<file path="src/rtl/atp_pkg.sv">
// shared constants and types of the accelerometer two-wire target port
package atp_pkg;
  localparam logic [6:0] ATP_TARGET_ADDR = 7'h0f;  // fixed target address, 0001111
  localparam int         ATP_BYTE_BITS   = 8;      // bits per byte on the bus
  localparam logic       ATP_DIR_READ    = 1'h1;   // lowest address bit, read from target
  localparam logic [7:0] ATP_PTR_RESET   = 8'h00;  // register pointer after reset
  localparam int         ATP_FIFO_DEPTH  = 4;      // write path buffer words
  localparam int         ATP_FIFO_WIDTH  = 16;     // pointer plus data byte
  localparam int         ATP_SYNC_STAGES = 2;      // pin synchroniser depth

  // byte-level sequencer states
  typedef enum logic [3:0] {
    ATP_IDLE,    // bus free or busy with nobody for us
    ATP_ADDR,    // shifting in the address byte
    ATP_PTR,     // shifting in the register pointer
    ATP_WDATA,   // shifting in write data
    ATP_PUSH,    // handing write byte to the buffer, may stretch
    ATP_ACK,     // driving acknowledge low for one bit
    ATP_LOAD,    // waiting for read data, may stretch
    ATP_TX,      // shifting out read data
    ATP_RACK,    // listening to controller acknowledge
    ATP_IGNORE   // not addressed or read ended, wait for start or stop
  } atp_state_t;
endpackage

</file>
<file path="src/rtl/atp_fifo.sv">
// shift-register FIFO between the serial port and the register file writer
`timescale 1ns/1ns
`default_nettype none
module atp_fifo #(
  parameter int WIDTH = 16,  // word width
  parameter int DEPTH = 4    // number of words
) (
  input  wire logic             clk,
  input  wire logic             nrst,
  input  wire logic             en,
  input  wire logic             in_valid,
  output logic                  in_ready,
  input  wire logic [WIDTH-1:0] in_data,
  output logic                  out_valid,
  input  wire logic             out_ready,
  output logic [WIDTH-1:0]      out_data
);
  // refuse shapes the shifting scheme cannot serve
  if (DEPTH < 2 || WIDTH < 1) begin : g_bad_shape
    $error("atp_fifo needs DEPTH >= 2 and WIDTH >= 1");
  end

  logic [WIDTH-1:0] mem      [DEPTH];  // slot 0 is the head
  logic [WIDTH-1:0] next_mem [DEPTH];
  logic [DEPTH-1:0] vld;               // slot occupied flags, packed from 0
  logic [DEPTH-1:0] next_vld;
  logic             push;
  logic             pop;

  // head comes straight from slot 0 flops so the consumer sees registered data
  assign out_valid = vld[0];
  assign out_data  = mem[0];
  // full refuses a push even if a pop happens too; costs one cycle, keeps ready flop-based
  assign in_ready  = ~vld[DEPTH-1];
  assign push      = in_valid & in_ready;
  assign pop       = vld[0] & out_ready;

  // shift down on pop, then drop the new word into the first free slot
  always_comb begin
    logic placed;
    placed   = 1'b0;
    next_vld = vld;
    for (int i = 0; i < DEPTH; i++) begin
      next_mem[i] = mem[i];
    end
    if (pop) begin
      for (int i = 0; i < DEPTH - 1; i++) begin
        next_mem[i] = mem[i+1];
        next_vld[i] = vld[i+1];
      end
      next_vld[DEPTH-1] = 1'b0;
    end
    for (int i = 0; i < DEPTH; i++) begin
      if (push && !placed && !next_vld[i]) begin
        next_mem[i] = in_data;
        next_vld[i] = 1'b1;
        placed      = 1'b1;
      end
    end
  end

  // registers only; enable low freezes the buffer
  always_ff @(posedge clk or negedge nrst) begin
    if (!nrst) begin
      vld <= '0;
      for (int i = 0; i < DEPTH; i++) begin
        mem[i] <= '0;
      end
    end else if (en) begin
      vld <= next_vld;
      mem <= next_mem;
    end
  end
endmodule
`default_nettype wire

</file>
<file path="src/rtl/atp_i2c_target.sv">
// two-wire target port: address match, register pointer, burst write and read
// Contract
// device is target only, never drives clock pulses
// controller starts, clocks and ends every transfer
// bytes are eight bits, msb first, unlimited count
// bus idle when clock and data high
// start is data fall with clock high
// first byte: seven address bits, then direction
// respond only when address equals fixed address
// receiver holds data low through ack high
// stop is data rise with clock high
// write: address, pointer, data, each acknowledged
// controller keeps pointer msb at zero
// pointer advances after each acknowledged write byte
// read: pointer write, repeated start, read address
// controller acks all but last, then stops
// pointer advances after each byte read out
// receiver may hold clock low to stall
// controller configures control registers after power-up
// mismatch: no ack, ignore until next start
`timescale 1ns/1ns
`default_nettype none
module atp_i2c_target
  import atp_pkg::*;
#(
  parameter logic [6:0] TARGET_ADDR = ATP_TARGET_ADDR,  // matched address
  parameter int         FIFO_DEPTH  = ATP_FIFO_DEPTH    // write buffer depth
) (
  input  wire logic       clk,
  input  wire logic       nrst,
  input  wire logic       en,         // clock enable, low freezes all state
  input  wire logic       scl_in,     // serial clock pin level
  output logic            scl_out,    // serial clock drive value, always low
  output logic            scl_oe,     // high while stretching the clock
  input  wire logic       sda_in,     // serial data pin level
  output logic            sda_out,    // serial data drive value, always low
  output logic            sda_oe,     // high while pulling data low
  output logic            bus_busy,   // between start and stop
  output logic            wr_valid,   // write word available
  input  wire logic       wr_ready,   // register file takes the word
  output logic [7:0]      wr_addr,    // register written
  output logic [7:0]      wr_data,    // byte written
  output logic            rd_req,     // one-cycle read request
  output logic [7:0]      rd_addr,    // register to read
  input  wire logic       rd_valid,   // one-cycle answer to rd_req
  input  wire logic [7:0] rd_data     // byte answered
);
  // refuse a buffer too small for the shifting FIFO
  if (FIFO_DEPTH < 2) begin : g_bad_depth
    $error("atp_i2c_target needs FIFO_DEPTH >= 2");
  end

  // pin synchronisers; stage 0 feeds only stage 1
  logic [ATP_SYNC_STAGES-1:0] scl_sync;
  logic [ATP_SYNC_STAGES-1:0] sda_sync;
  logic                       scl_prev;   // last synced clock level
  logic                       sda_prev;   // last synced data level
  logic                       scl_s;
  logic                       sda_s;
  logic                       scl_rise;
  logic                       scl_fall;
  logic                       start_det;
  logic                       stop_det;

  // sequencer state and its next values
  atp_state_t state;
  atp_state_t next_state;
  logic [7:0] shreg;           // byte being shifted in or out
  logic [7:0] next_shreg;
  logic [2:0] bit_cnt;         // bits done in this byte
  logic [2:0] next_bit_cnt;
  logic       byte_done;       // eighth bit sampled, decide at next fall
  logic       next_byte_done;
  logic       dir_read;        // current address byte asked for a read
  logic       next_dir_read;
  logic       ack_ok;          // controller acknowledged last read byte
  logic       next_ack_ok;
  logic [7:0] ptr;             // register_pointer
  logic [7:0] next_ptr;
  logic       next_scl_oe;
  logic       next_sda_oe;
  logic       next_bus_busy;
  logic       next_rd_req;
  logic [7:0] next_rd_addr;
  logic [7:0] rd_buf;          // fetched read byte
  logic [7:0] next_rd_buf;
  logic       rd_have;         // rd_buf holds an unused answer
  logic       next_rd_have;
  logic       ptr_pending;     // next received byte is the register_pointer
  logic       next_ptr_pending;

  // write buffer handshake
  logic        fifo_in_valid;
  logic        fifo_in_ready;
  logic [15:0] fifo_in_data;
  logic [15:0] fifo_out_data;

  assign scl_s     = scl_sync[ATP_SYNC_STAGES-1];
  assign sda_s     = sda_sync[ATP_SYNC_STAGES-1];
  assign scl_rise  = scl_s & ~scl_prev;
  assign scl_fall  = ~scl_s & scl_prev;
  assign start_det = scl_s & scl_prev & sda_prev & ~sda_s;
  assign stop_det  = scl_s & scl_prev & ~sda_prev & sda_s;
  assign wr_addr   = fifo_out_data[15:8];
  assign wr_data   = fifo_out_data[7:0];

  // both pins pass two flops before any logic looks at them
  always_ff @(posedge clk or negedge nrst) begin
    if (!nrst) begin
      scl_sync <= '1;
      sda_sync <= '1;
      scl_prev <= 1'b1;
      sda_prev <= 1'b1;
    end else if (en) begin
      scl_sync <= {scl_sync[ATP_SYNC_STAGES-2:0], scl_in};
      sda_sync <= {sda_sync[ATP_SYNC_STAGES-2:0], sda_in};
      scl_prev <= scl_s;
      sda_prev <= sda_s;
    end
  end

  // sequencer: sample on clock rise, change data on clock fall
  always_comb begin
    next_state     = state;
    next_shreg     = shreg;
    next_bit_cnt   = bit_cnt;
    next_byte_done = byte_done;
    next_dir_read  = dir_read;
    next_ack_ok    = ack_ok;
    next_ptr       = ptr;
    next_scl_oe    = scl_oe;
    next_sda_oe    = sda_oe;
    next_bus_busy  = bus_busy;
    next_rd_req    = 1'b0;
    next_rd_addr   = rd_addr;
    next_rd_buf    = rd_buf;
    next_rd_have   = rd_have;
    fifo_in_valid  = 1'b0;
    fifo_in_data   = {ptr, shreg};
    if (start_det) begin
      // start or repeated start; pointer survives for the read sequence
      next_state     = ATP_ADDR;
      next_bus_busy  = 1'b1;
      next_bit_cnt   = '0;
      next_byte_done = 1'b0;
      next_sda_oe    = 1'b0;
      next_scl_oe    = 1'b0;
    end else if (stop_det) begin
      next_state    = ATP_IDLE;
      next_bus_busy = 1'b0;
      next_sda_oe   = 1'b0;
      next_scl_oe   = 1'b0;
    end else begin
      case (state)
        ATP_ADDR, ATP_PTR, ATP_WDATA: begin
          if (scl_rise && !byte_done) begin
            next_shreg   = {shreg[6:0], sda_s};
            next_bit_cnt = bit_cnt + 3'h1;
            if (bit_cnt == 3'(ATP_BYTE_BITS - 1)) begin
              next_byte_done = 1'b1;
            end
          end else if (scl_fall && byte_done) begin
            next_byte_done = 1'b0;
            next_bit_cnt   = '0;
            if (state == ATP_ADDR) begin
              if (shreg[7:1] == TARGET_ADDR) begin
                next_dir_read = (shreg[0] == ATP_DIR_READ);
                next_sda_oe   = 1'b1;
                next_state    = ATP_ACK;
                if (shreg[0] == ATP_DIR_READ) begin
                  // fetch early so stretching is rare
                  next_rd_req  = 1'b1;
                  next_rd_addr = ptr;
                  next_rd_have = 1'b0;
                end
              end else begin
                next_state = ATP_IGNORE;
              end
            end else if (state == ATP_PTR) begin
              next_ptr    = shreg;
              next_sda_oe = 1'b1;
              next_state  = ATP_ACK;
            end else begin
              next_state = ATP_PUSH;
            end
          end
        end
        ATP_PUSH: begin
          // clock stays low until the buffer has room
          if (fifo_in_ready) begin
            fifo_in_valid = 1'b1;
            next_ptr      = ptr + 8'h01;
            next_sda_oe   = 1'b1;
            next_scl_oe   = 1'b0;
            next_state    = ATP_ACK;
          end else begin
            next_scl_oe = 1'b1;
          end
        end
        ATP_ACK: begin
          // release data after the acknowledge bit
          if (scl_fall) begin
            next_sda_oe = 1'b0;
            if (dir_read) begin
              next_state = ATP_LOAD;
            end else if (state == ATP_ACK && ptr_pending) begin
              next_state = ATP_PTR;
            end else begin
              next_state = ATP_WDATA;
            end
          end
        end
        ATP_LOAD: begin
          // clock held low until the read answer is in
          if (rd_have) begin
            next_shreg   = rd_buf;
            next_sda_oe  = ~rd_buf[7];
            next_rd_have = 1'b0;
            next_bit_cnt = '0;
            next_scl_oe  = 1'b0;
            next_state   = ATP_TX;
          end else begin
            next_scl_oe = 1'b1;
          end
        end
        ATP_TX: begin
          if (scl_fall) begin
            if (bit_cnt == 3'(ATP_BYTE_BITS - 1)) begin
              next_sda_oe = 1'b0;
              next_state  = ATP_RACK;
            end else begin
              next_shreg  = {shreg[6:0], 1'b0};
              next_sda_oe = ~shreg[6];
            end
            next_bit_cnt = bit_cnt + 3'h1;
          end
        end
        ATP_RACK: begin
          if (scl_rise) begin
            next_ptr    = ptr + 8'h01;
            next_ack_ok = ~sda_s;
            if (!sda_s) begin
              next_rd_req  = 1'b1;
              next_rd_addr = ptr + 8'h01;
              next_rd_have = 1'b0;
            end
          end else if (scl_fall) begin
            // a not-acknowledge ends our part until stop or start
            next_state = ack_ok ? ATP_LOAD : ATP_IGNORE;
          end
        end
        ATP_IDLE, ATP_IGNORE: begin
          next_sda_oe = 1'b0;
          next_scl_oe = 1'b0;
        end
        default: begin
          next_state = ATP_IDLE;
        end
      endcase
    end
    // answer capture last: a fresh answer wins over any clear above
    if (rd_valid) begin
      next_rd_buf  = rd_data;
      next_rd_have = 1'b1;
    end
  end

  // after a write address the next received byte is the pointer
  always_comb begin
    next_ptr_pending = ptr_pending;
    if (start_det) begin
      next_ptr_pending = 1'b1;
    end else if (state == ATP_ACK && scl_fall) begin
      next_ptr_pending = 1'b0;
    end
  end

  // sequencer registers; drive values of both pins stay low, open-drain
  always_ff @(posedge clk or negedge nrst) begin
    if (!nrst) begin
      state       <= ATP_IDLE;
      shreg       <= '0;
      bit_cnt     <= '0;
      byte_done   <= 1'b0;
      dir_read    <= 1'b0;
      ack_ok      <= 1'b0;
      ptr         <= ATP_PTR_RESET;
      ptr_pending <= 1'b0;
      scl_oe      <= 1'b0;
      sda_oe      <= 1'b0;
      scl_out     <= 1'b0;
      sda_out     <= 1'b0;
      bus_busy    <= 1'b0;
      rd_req      <= 1'b0;
      rd_addr     <= ATP_PTR_RESET;
      rd_buf      <= '0;
      rd_have     <= 1'b0;
    end else if (en) begin
      state       <= next_state;
      shreg       <= next_shreg;
      bit_cnt     <= next_bit_cnt;
      byte_done   <= next_byte_done;
      dir_read    <= next_dir_read;
      ack_ok      <= next_ack_ok;
      ptr         <= next_ptr;
      ptr_pending <= next_ptr_pending;
      scl_oe      <= next_scl_oe;
      sda_oe      <= next_sda_oe;
      scl_out     <= 1'b0;
      sda_out     <= 1'b0;
      bus_busy    <= next_bus_busy;
      rd_req      <= next_rd_req;
      rd_addr     <= next_rd_addr;
      rd_buf      <= next_rd_buf;
      rd_have     <= next_rd_have;
    end
  end

  // write words queue here so a slow register file stalls by clock stretching
  atp_fifo #(
    .WIDTH (ATP_FIFO_WIDTH),
    .DEPTH (FIFO_DEPTH)
  ) u_wr_fifo (
    .clk       (clk),
    .nrst      (nrst),
    .en        (en),
    .in_valid  (fifo_in_valid),
    .in_ready  (fifo_in_ready),
    .in_data   (fifo_in_data),
    .out_valid (wr_valid),
    .out_ready (wr_ready),
    .out_data  (fifo_out_data)
  );
endmodule
`default_nettype wire

</file>
<file path="config.mk">
export PLATFORM = sky130hd
export DESIGN_NAME = atp_i2c_target
export DESIGN_NICKNAME = d
export VERILOG_FILES = /design/src/rtl/atp_pkg.sv /design/src/rtl/atp_fifo.sv /design/src/rtl/atp_i2c_target.sv
export SDC_FILE = /design/constraint.sdc
export NUM_CORES = 1
export LEC_CHECK = 0
export BUFFER_PORTS_ARGS = -buffer_cell sky130_fd_sc_hd__buf_2
export CORE_ASPECT_RATIO = 0.9
export CORE_MARGIN = 2
export CORE_UTILIZATION = 50
export DETAILED_ROUTE_END_ITERATION = 10
export GPL_TIMING_DRIVEN = 0
export PLACE_DENSITY = 0.73
export SLEW_MARGIN = 5
export SYNTH_ARGS = -nofsm -noshare
export SYNTH_HDL_FRONTEND = slang
export SYNTH_SLANG_ARGS = --single-unit
export TNS_END_PERCENT = 30
</file>
<file path="constraint.sdc">
create_clock -name clk -period 3 [get_ports clk]
set_input_delay 0.9 -clock clk [delete_from_list [all_inputs] [get_ports clk]]
set_output_delay 0.9 -clock clk [all_outputs]
set_load 0.05 [all_outputs]
</file>
Word level (Yosys, flattened, before mapping)
Cells that the tools add are included.
W data, S select, Z words.
- bits in registers: 122
- output and inout bits: 31
- input bits: 15
- bitwise operators: 19
- add/subtract/negate cells: 2
- reduce and logical (&&, ||, !) cells: 54
- multiplexer cells: 110
- equal/unequal tests: 51
- operators with widths (operator ; count):
    $mux W8 ; 17
    $mux W4 ; 15
    $mux W1 ; 58
    $mux W16 ; 3
    $mux W48 ; 1
    $pmux W8 S3 ; 2
    $ne A4 B4 Y1 const B ; 10
    $ne A2 B2 Y1 const B ; 17
    $reduce_and A11 Y1 ; 3
    $ne A3 B3 Y1 const B ; 10
    $pmux W4 S7 ; 1
    $mux W3 ; 7
    $reduce_and A10 Y1 ; 2
    $eq A4 B3 Y1 const B ; 4
    $pmux W8 S2 ; 1
    $reduce_and A2 Y1 ; 8
    $reduce_and A8 Y1 ; 2
    $reduce_bool A2 Y1 ; 7
    $logic_and A1 B1 Y1 ; 11
    $ne A5 B5 Y1 const B ; 2
    $not A1 Y1 ; 10
    $reduce_and A5 Y1 ; 2
    $and A1 B1 Y1 ; 9
    $pmux W3 S3 ; 1
    20 further kinds ; 33

Depth between registers and ports, before layout
- word-level depth: 20
- gate-level depth with buffers: 8
- mapped depth without buffers: 7

Hierarchy
Synthesis repeated with hierarchy kept, for this count alone.
- cell total of the unflattened synthesis: 607
- area total of the unflattened synthesis: 6508.7 um2
- by module, submodules not included (module ; area an instance (um2) ; cells an instance ; seq. area each (um2) ; instances):
    atp_i2c_target ; 3269.4 ; 327 ; 1358.8 ; 1
    atp_fifo ; 3239.4 ; 280 ; 1701.6 ; 1

Worst setup path before layout
Ideal clock, no wire load.
- kind: input to register
- start: input port wr_ready
- end: register u_wr_fifo.mem[29] (netlist name)
- cell stages on the path: 7
- data arrival time: 2.387 ns
- data required time: 2.865 ns
- path buffers: 2
- slack: 0.477 ns
- cell sequence: clkbuf_1 and2_1 mux2i_1 nand3_2 buf_4 mux2i_1 o21ai_0
- word-level cells in the longest chain between the ends: 14
- elaborated cells on any way between the ends: 17
- those cells by class: 4 x mux; 1 x bitwise; 12 x reduce/logical
- RTL lines (element ; RTL line ; text):
    start: declaration ; atp_i2c_target.sv:40 ; input wire logic wr_ready,
    $and A1 B1 Y1 * ; atp_fifo.sv:36 ; assign pop = vld[0] & out_ready;
    $mux W4 ; atp_fifo.sv:46 ; if (pop) begin
    $logic_not A1 Y1 ; atp_fifo.sv:54 ; if (push && !placed && !next_vld[i]) begin
    $logic_and A1 B1 Y1 ; atp_fifo.sv:54 ;
    $mux W1 ; atp_fifo.sv:54 ;
    $logic_not A1 Y1 ; atp_fifo.sv:54 ;
    $logic_and A1 B1 Y1 (2 in series) ; atp_fifo.sv:54 ;
    $mux W1 ; atp_fifo.sv:54 ;
    $logic_not A1 Y1 ; atp_fifo.sv:54 ;
    $logic_and A1 B1 Y1 (2 in series) ; atp_fifo.sv:54 ;
    $reduce_bool A2 Y1 (no source line) ; n/a ;
    $reduce_and A2 Y1 (no source line) ; n/a ;
    end signal: assignment ; atp_fifo.sv:71 ; mem <= next_mem;
    end: declaration ; atp_fifo.sv:23 ; logic [WIDTH-1:0] mem [DEPTH];
Mark *: on every way between the ends. The rest lies on a longest branch, timed or not.
A chain may end at the register's enable or synchronous reset.

Final worst setup path
- start: register sda_sync[1]
- end: register u_wr_fifo.mem[12] (netlist name)
- word-level cells in the longest chain between the ends: 18
- elaborated cells on any way between the ends: 20
- those cells by class: 5 x mux; 4 x bitwise; 11 x reduce/logical
- RTL lines (element ; RTL line ; text):
    start: declaration ; atp_i2c_target.sv:55 ; logic [ATP_SYNC_STAGES-1:0] sda_sync;
    start signal: assignment ; atp_i2c_target.sv:116 ; sda_sync <= {sda_sync[ATP_SYNC_STAGES-2:0], sda_in};
    $and A1 B1 Y1 or $not A1 Y1 (tied branches) ; atp_i2c_target.sv:103, atp_i2c_target.sv:102 ;
    $mux W1 or $and A1 B1 Y1 (tied branches) ; atp_i2c_target.sv:148, atp_i2c_target.sv:102 ;
    $mux W1 * ; atp_i2c_target.sv:140 ; if (start_det) begin
    $and A1 B1 Y1 * ; atp_fifo.sv:35 ; assign push = in_valid & in_ready;
    $logic_and A1 B1 Y1 ; atp_fifo.sv:54 ;
    $mux W1 ; atp_fifo.sv:54 ;
    $logic_not A1 Y1 ; atp_fifo.sv:54 ;
    $logic_and A1 B1 Y1 (2 in series) ; atp_fifo.sv:54 ;
    $mux W1 ; atp_fifo.sv:54 ;
    $logic_not A1 Y1 ; atp_fifo.sv:54 ;
    $logic_and A1 B1 Y1 (2 in series) ; atp_fifo.sv:54 ;
    $mux W1 ; atp_fifo.sv:54 ;
    $logic_not A1 Y1 ; atp_fifo.sv:54 ;
    $logic_and A1 B1 Y1 * (2 in series) ; atp_fifo.sv:54 ;
    $reduce_and A2 Y1 (no source line) * ; n/a ;
Marked as above.

==> run metrics <==
global-route wire length before repair=25.1 mm; met1 track demand over resource=30.1%; synthesis-to-finish area growth=17.0%; summed instance area of the synthesized netlist=0.00650 sq mm; CTS Buf Count=17; number of clock sinks=122; number of failing setup endpoints in the final timing report=0; share of cells above drive strength 1=25.1%; total grt overflow=0; count of H-tree levels built during CTS=4; Bufs on Longest Clock Path=2; max_slew headroom=38.0%; total number of vias=4907; starting density of the core=51.3%; top cells by area, synth=sky130_fd_sc_hd__dfrtp_1, sky130_fd_sc_hd__mux2i_1, sky130_fd_sc_hd__mux2_2; TritonCTS clock tree=yes; power density over the cells=901 mW/mm^2; clock skew after layout=5.32 ps; share of flip-flops with an asynchronous set or reset after synthesis=100%; final hold viol count=0; Die H=112 microns; sequential area share after synthesis=47.1%; Final Slew Violations=0; net switching fraction of the power=37.8%; GR Layer Usage met3=4.96%; cell count after synthesis=630; sequential power share=32.4%; largest net degree at the start of global routing=72; CTS clock-pin slew for the worst setup and hold paths=60 ps; leading post-synthesis cells by instance count=sky130_fd_sc_hd__dfrtp_1, sky130_fd_sc_hd__nand2_1, sky130_fd_sc_hd__o21ai_0, sky130_fd_sc_hd__mux2i_1, sky130_fd_sc_hd__mux2_2; vias in the first global route=4917; Static Leak=0.00369 uW; combinational fraction of design power=35.4%; placeable core region=0.0127 sq mm; RSZ-0062 raised after global routing=false; average wire per standard cell=17.0 microns; number of flip-flops and latches in the synthesized netlist=122; final estimated routing congestion in global placement=0.877; iteration-0 DRC count of the detailed router=382; cell internal pwr=4260 uW; Slew @ Worst Pin=921 ps; number of warning messages in the yosys log=0; worst-case setup slack after placement=-152 ps; run status=complete, no violations; data required time of the critical path=3310 ps; Crit Path Max Fanout=10; Via-to-Cell Ratio=5.64; number of nets in the layout=711; dominant synthesized flop cell=sky130_fd_sc_hd__dfrtp_1; count of distinct cell types in the synthesized netlist=70; R2R Setup Slk=190 ps; portion of the clock cycle consumed by the worst path in the final layout=93.6%; Worst Reg2Reg Path Length in Cells=7; area of the die=0.0139 sq mm; count of buffers inserted at the top-level ports=42; cell type contributing the most total cell area after synthesis=sky130_fd_sc_hd__dfrtp_1; kind of end point of the critical path=flip-flop; Crit Path Class=flip-flop to flip-flop; hold-fix buffers at CTS=0; number of flops mapped to enable cells by yosys=0; setup slack after layout=191 ps; arrival time at the worst endpoint=3120 ps; die extent in x=124 microns; final wirelength=14.8 mm; combined area of the multi-input logic cells=0.00307 sq mm; final worst path period need=2810 ps; total of max-cap violations=0; IO Pins=46; launch point of the worst path=sda_sync[1]$_DFFE_PN1P_; residual antenna-violating net count after detailed routing=0; initial antenna violation count=0; timing endpoint of the critical path=u_wr_fifo.mem[12]$_DFFE_PN0P_; Clock Latency Late Sink=430 ps; final design area excluding fillers=0.00761 sq mm; Hold Crit Class=input pin to asynchronous set/reset pin; combined flip-flop and latch cell area=0.00306 sq mm; Pre-Repair DR Iteration Count=5; Non-Filler Instances=870; highest achievable clock rate=356 MHz; number of antenna repair diodes=0; fraction of synthesized cell area taken by the top area cell type=44.6%; launching element type of the critical path=flip-flop; Post-Place Cells=838; power dissipated by switching net loads=2590 uW; Mean Syn Cell Area=10.3 sq um; most numerous cell in the Yosys netlist=sky130_fd_sc_hd__dfrtp_1; Overall Power=6860 uW; remaining routing DRC violations=0; GRT Util Overall=22.6%; met2 Usage GRT=36.4%; count of fill cells added during filler insertion=1092; most used routing layer in global routing=met2; worst reg2reg startpoint=sda_sync[1]$_DFFE_PN1P_; placed wire-length estimate=10.7 mm; share of power burned in the clock network=32.2%; Root Buffer Master=sky130_fd_sc_hd__clkbuf_16; DP Area=0.00696 sq mm; Std-Cell Rows=39; worst r2r dst=u_wr_fifo.mem[12]$_DFFE_PN0P_; Worst VDD drop=0.000702 V
critical path, stage by stage, from the launching register on:
cell and delay (ps):
sky130_fd_sc_hd__dfstp_2 510, sky130_fd_sc_hd__clkbuf_1 370, sky130_fd_sc_hd__xor2_2 240, sky130_fd_sc_hd__a211oi_4 530, sky130_fd_sc_hd__nand3_4 120, sky130_fd_sc_hd__nor3_4 400
sky130_fd_sc_hd__buf_12 210, sky130_fd_sc_hd__mux2_4 300
flip-flops by register name, indices dropped and copies added, names as in the netlist, 2 cells and up:
register	count
bit_cnt	3
ptr	8
state	4
scl_sync	2
rd_buf	8
sda_sync	2
rd_addr	8
u_wr_fifo.out_data	16
u_wr_fifo.mem	48
u_wr_fifo.vld	4
shreg	8
power groups by stage:
stage	Clock, uW	Sequential, uW	Combinational [uW]
6_report	2210	2220	2430
5_1_grt	2320	2260	2640
4_1_cts	2240	2220	2410
3_5_place_dp	0	2240	2400
3_3_place_gp	0	2220	2350
2_1_floorplan	0	2380	1620
cells in the final DEF (no fill, tap or decap), types with 3 or more instances in the layout:
master | netlist | layout
sky130_fd_sc_hd__a2111oi_0 | 3 | 3
sky130_fd_sc_hd__a211oi_1 | 3 | 3
sky130_fd_sc_hd__a21o_1 | 3 | 3
sky130_fd_sc_hd__a21oi_1 | 11 | 11
sky130_fd_sc_hd__a2bb2oi_1 | 5 | 5
sky130_fd_sc_hd__a31oi_1 | 5 | 5
sky130_fd_sc_hd__and2_1 | 3 | 3
sky130_fd_sc_hd__and3_1 | 8 | 8
sky130_fd_sc_hd__and3b_1 | 3 | 3
sky130_fd_sc_hd__buf_1 | 3 | 3
sky130_fd_sc_hd__buf_2 | 3 | 44
sky130_fd_sc_hd__buf_4 | 20 | 20
sky130_fd_sc_hd__bufinv_16 | 0 | 4
sky130_fd_sc_hd__clkbuf_1 | 35 | 35
sky130_fd_sc_hd__clkbuf_16 | 0 | 17
sky130_fd_sc_hd__dfrtp_1 | 116 | 116
sky130_fd_sc_hd__dfstp_2 | 6 | 6
sky130_fd_sc_hd__ha_1 | 3 | 3
sky130_fd_sc_hd__inv_1 | 14 | 14
sky130_fd_sc_hd__inv_6 | 0 | 3
sky130_fd_sc_hd__mux2_2 | 48 | 48
sky130_fd_sc_hd__mux2_4 | 9 | 9
sky130_fd_sc_hd__mux2i_1 | 55 | 55
sky130_fd_sc_hd__nand2_1 | 84 | 84
sky130_fd_sc_hd__nand2b_1 | 6 | 6
sky130_fd_sc_hd__nand3_1 | 10 | 10
sky130_fd_sc_hd__nand3b_1 | 3 | 3
sky130_fd_sc_hd__nand4_1 | 3 | 3
sky130_fd_sc_hd__nor2_1 | 18 | 17
sky130_fd_sc_hd__nor2b_1 | 5 | 5
sky130_fd_sc_hd__nor3_1 | 11 | 11
sky130_fd_sc_hd__nor4b_1 | 3 | 3
sky130_fd_sc_hd__o21ai_0 | 71 | 71
sky130_fd_sc_hd__o21bai_1 | 3 | 3
sky130_fd_sc_hd__o22ai_1 | 4 | 4
sky130_fd_sc_hd__xnor2_1 | 8 | 8
what timing repair did:
item / in CTS / in global routing
setup endpoints to repair: 0 / 22
setup buffers: 0 / 0
resized for setup: 0 / 2
stage by stage:
step                      utilization (%)  setup TNS, ps  hold slack (ps)
after floorplan                         -              0              447
after global placement               54.6         -43660              461
after detailed placement             54.8           -152              472
after CTS                            59.9              0              425
after global routing                 60.0              0              452
final                                60.0              0              411
worst min path at each step:
stage                                                  from                                end  slack (ps)  depth (start not counted)
after global placement        u_wr_fifo.mem[40]$_DFFE_PN0P_      u_wr_fifo.mem[40]$_DFFE_PN0P_         460                          2
after global routing                                   nrst               state[2]$_DFFE_PN0P_         450                          1
after CTS                                              nrst               state[2]$_DFFE_PN0P_         420                          1
after detailed placement  u_wr_fifo.out_data[7]$_DFFE_PN0P_  u_wr_fifo.out_data[7]$_DFFE_PN0P_         470                          2
final                                                  nrst               state[2]$_DFFE_PN0P_         410                          1
after floorplan                     ptr_pending$_DFFE_PN0P_            ptr_pending$_DFFE_PN0P_         450                          2
cell families after synthesis:
logic type               share of synthesized area [%]
AO/OA/AOI/OAI                                     12.8
other                                           0.0577
AND/OR/NAND/NOR                                   13.3
XOR/XNOR                                          1.35
adder cells (fa/ha/maj)                          0.577
flip-flops                                        47.1
multiplexers                                      18.9
buffers and inverters                             6.02
per-layer routing:
metal  vias to the layer above  wire length, microns  share of wire [%]
met1                      2377                  6760                 46
met2                       148                  6940                 47
li1                       2346                     -                  -
met3                        36                   794                5.4
met4                         0                   331                2.2
met5                         -                     0                  0
layout make-up:
class	count	share of cell area [%]
Clock inverter	13	2.48
Clock buffer	19	5.95
Inverter	14	0.691
Multi-Input combinational cell	432	40.3
Sequential cell	122	40.2
Buffer	63	4.46
Tap cell	164	2.70
Timing Repair Buffer	43	3.21
Note: power is estimated with default switching activity, not from simulation.
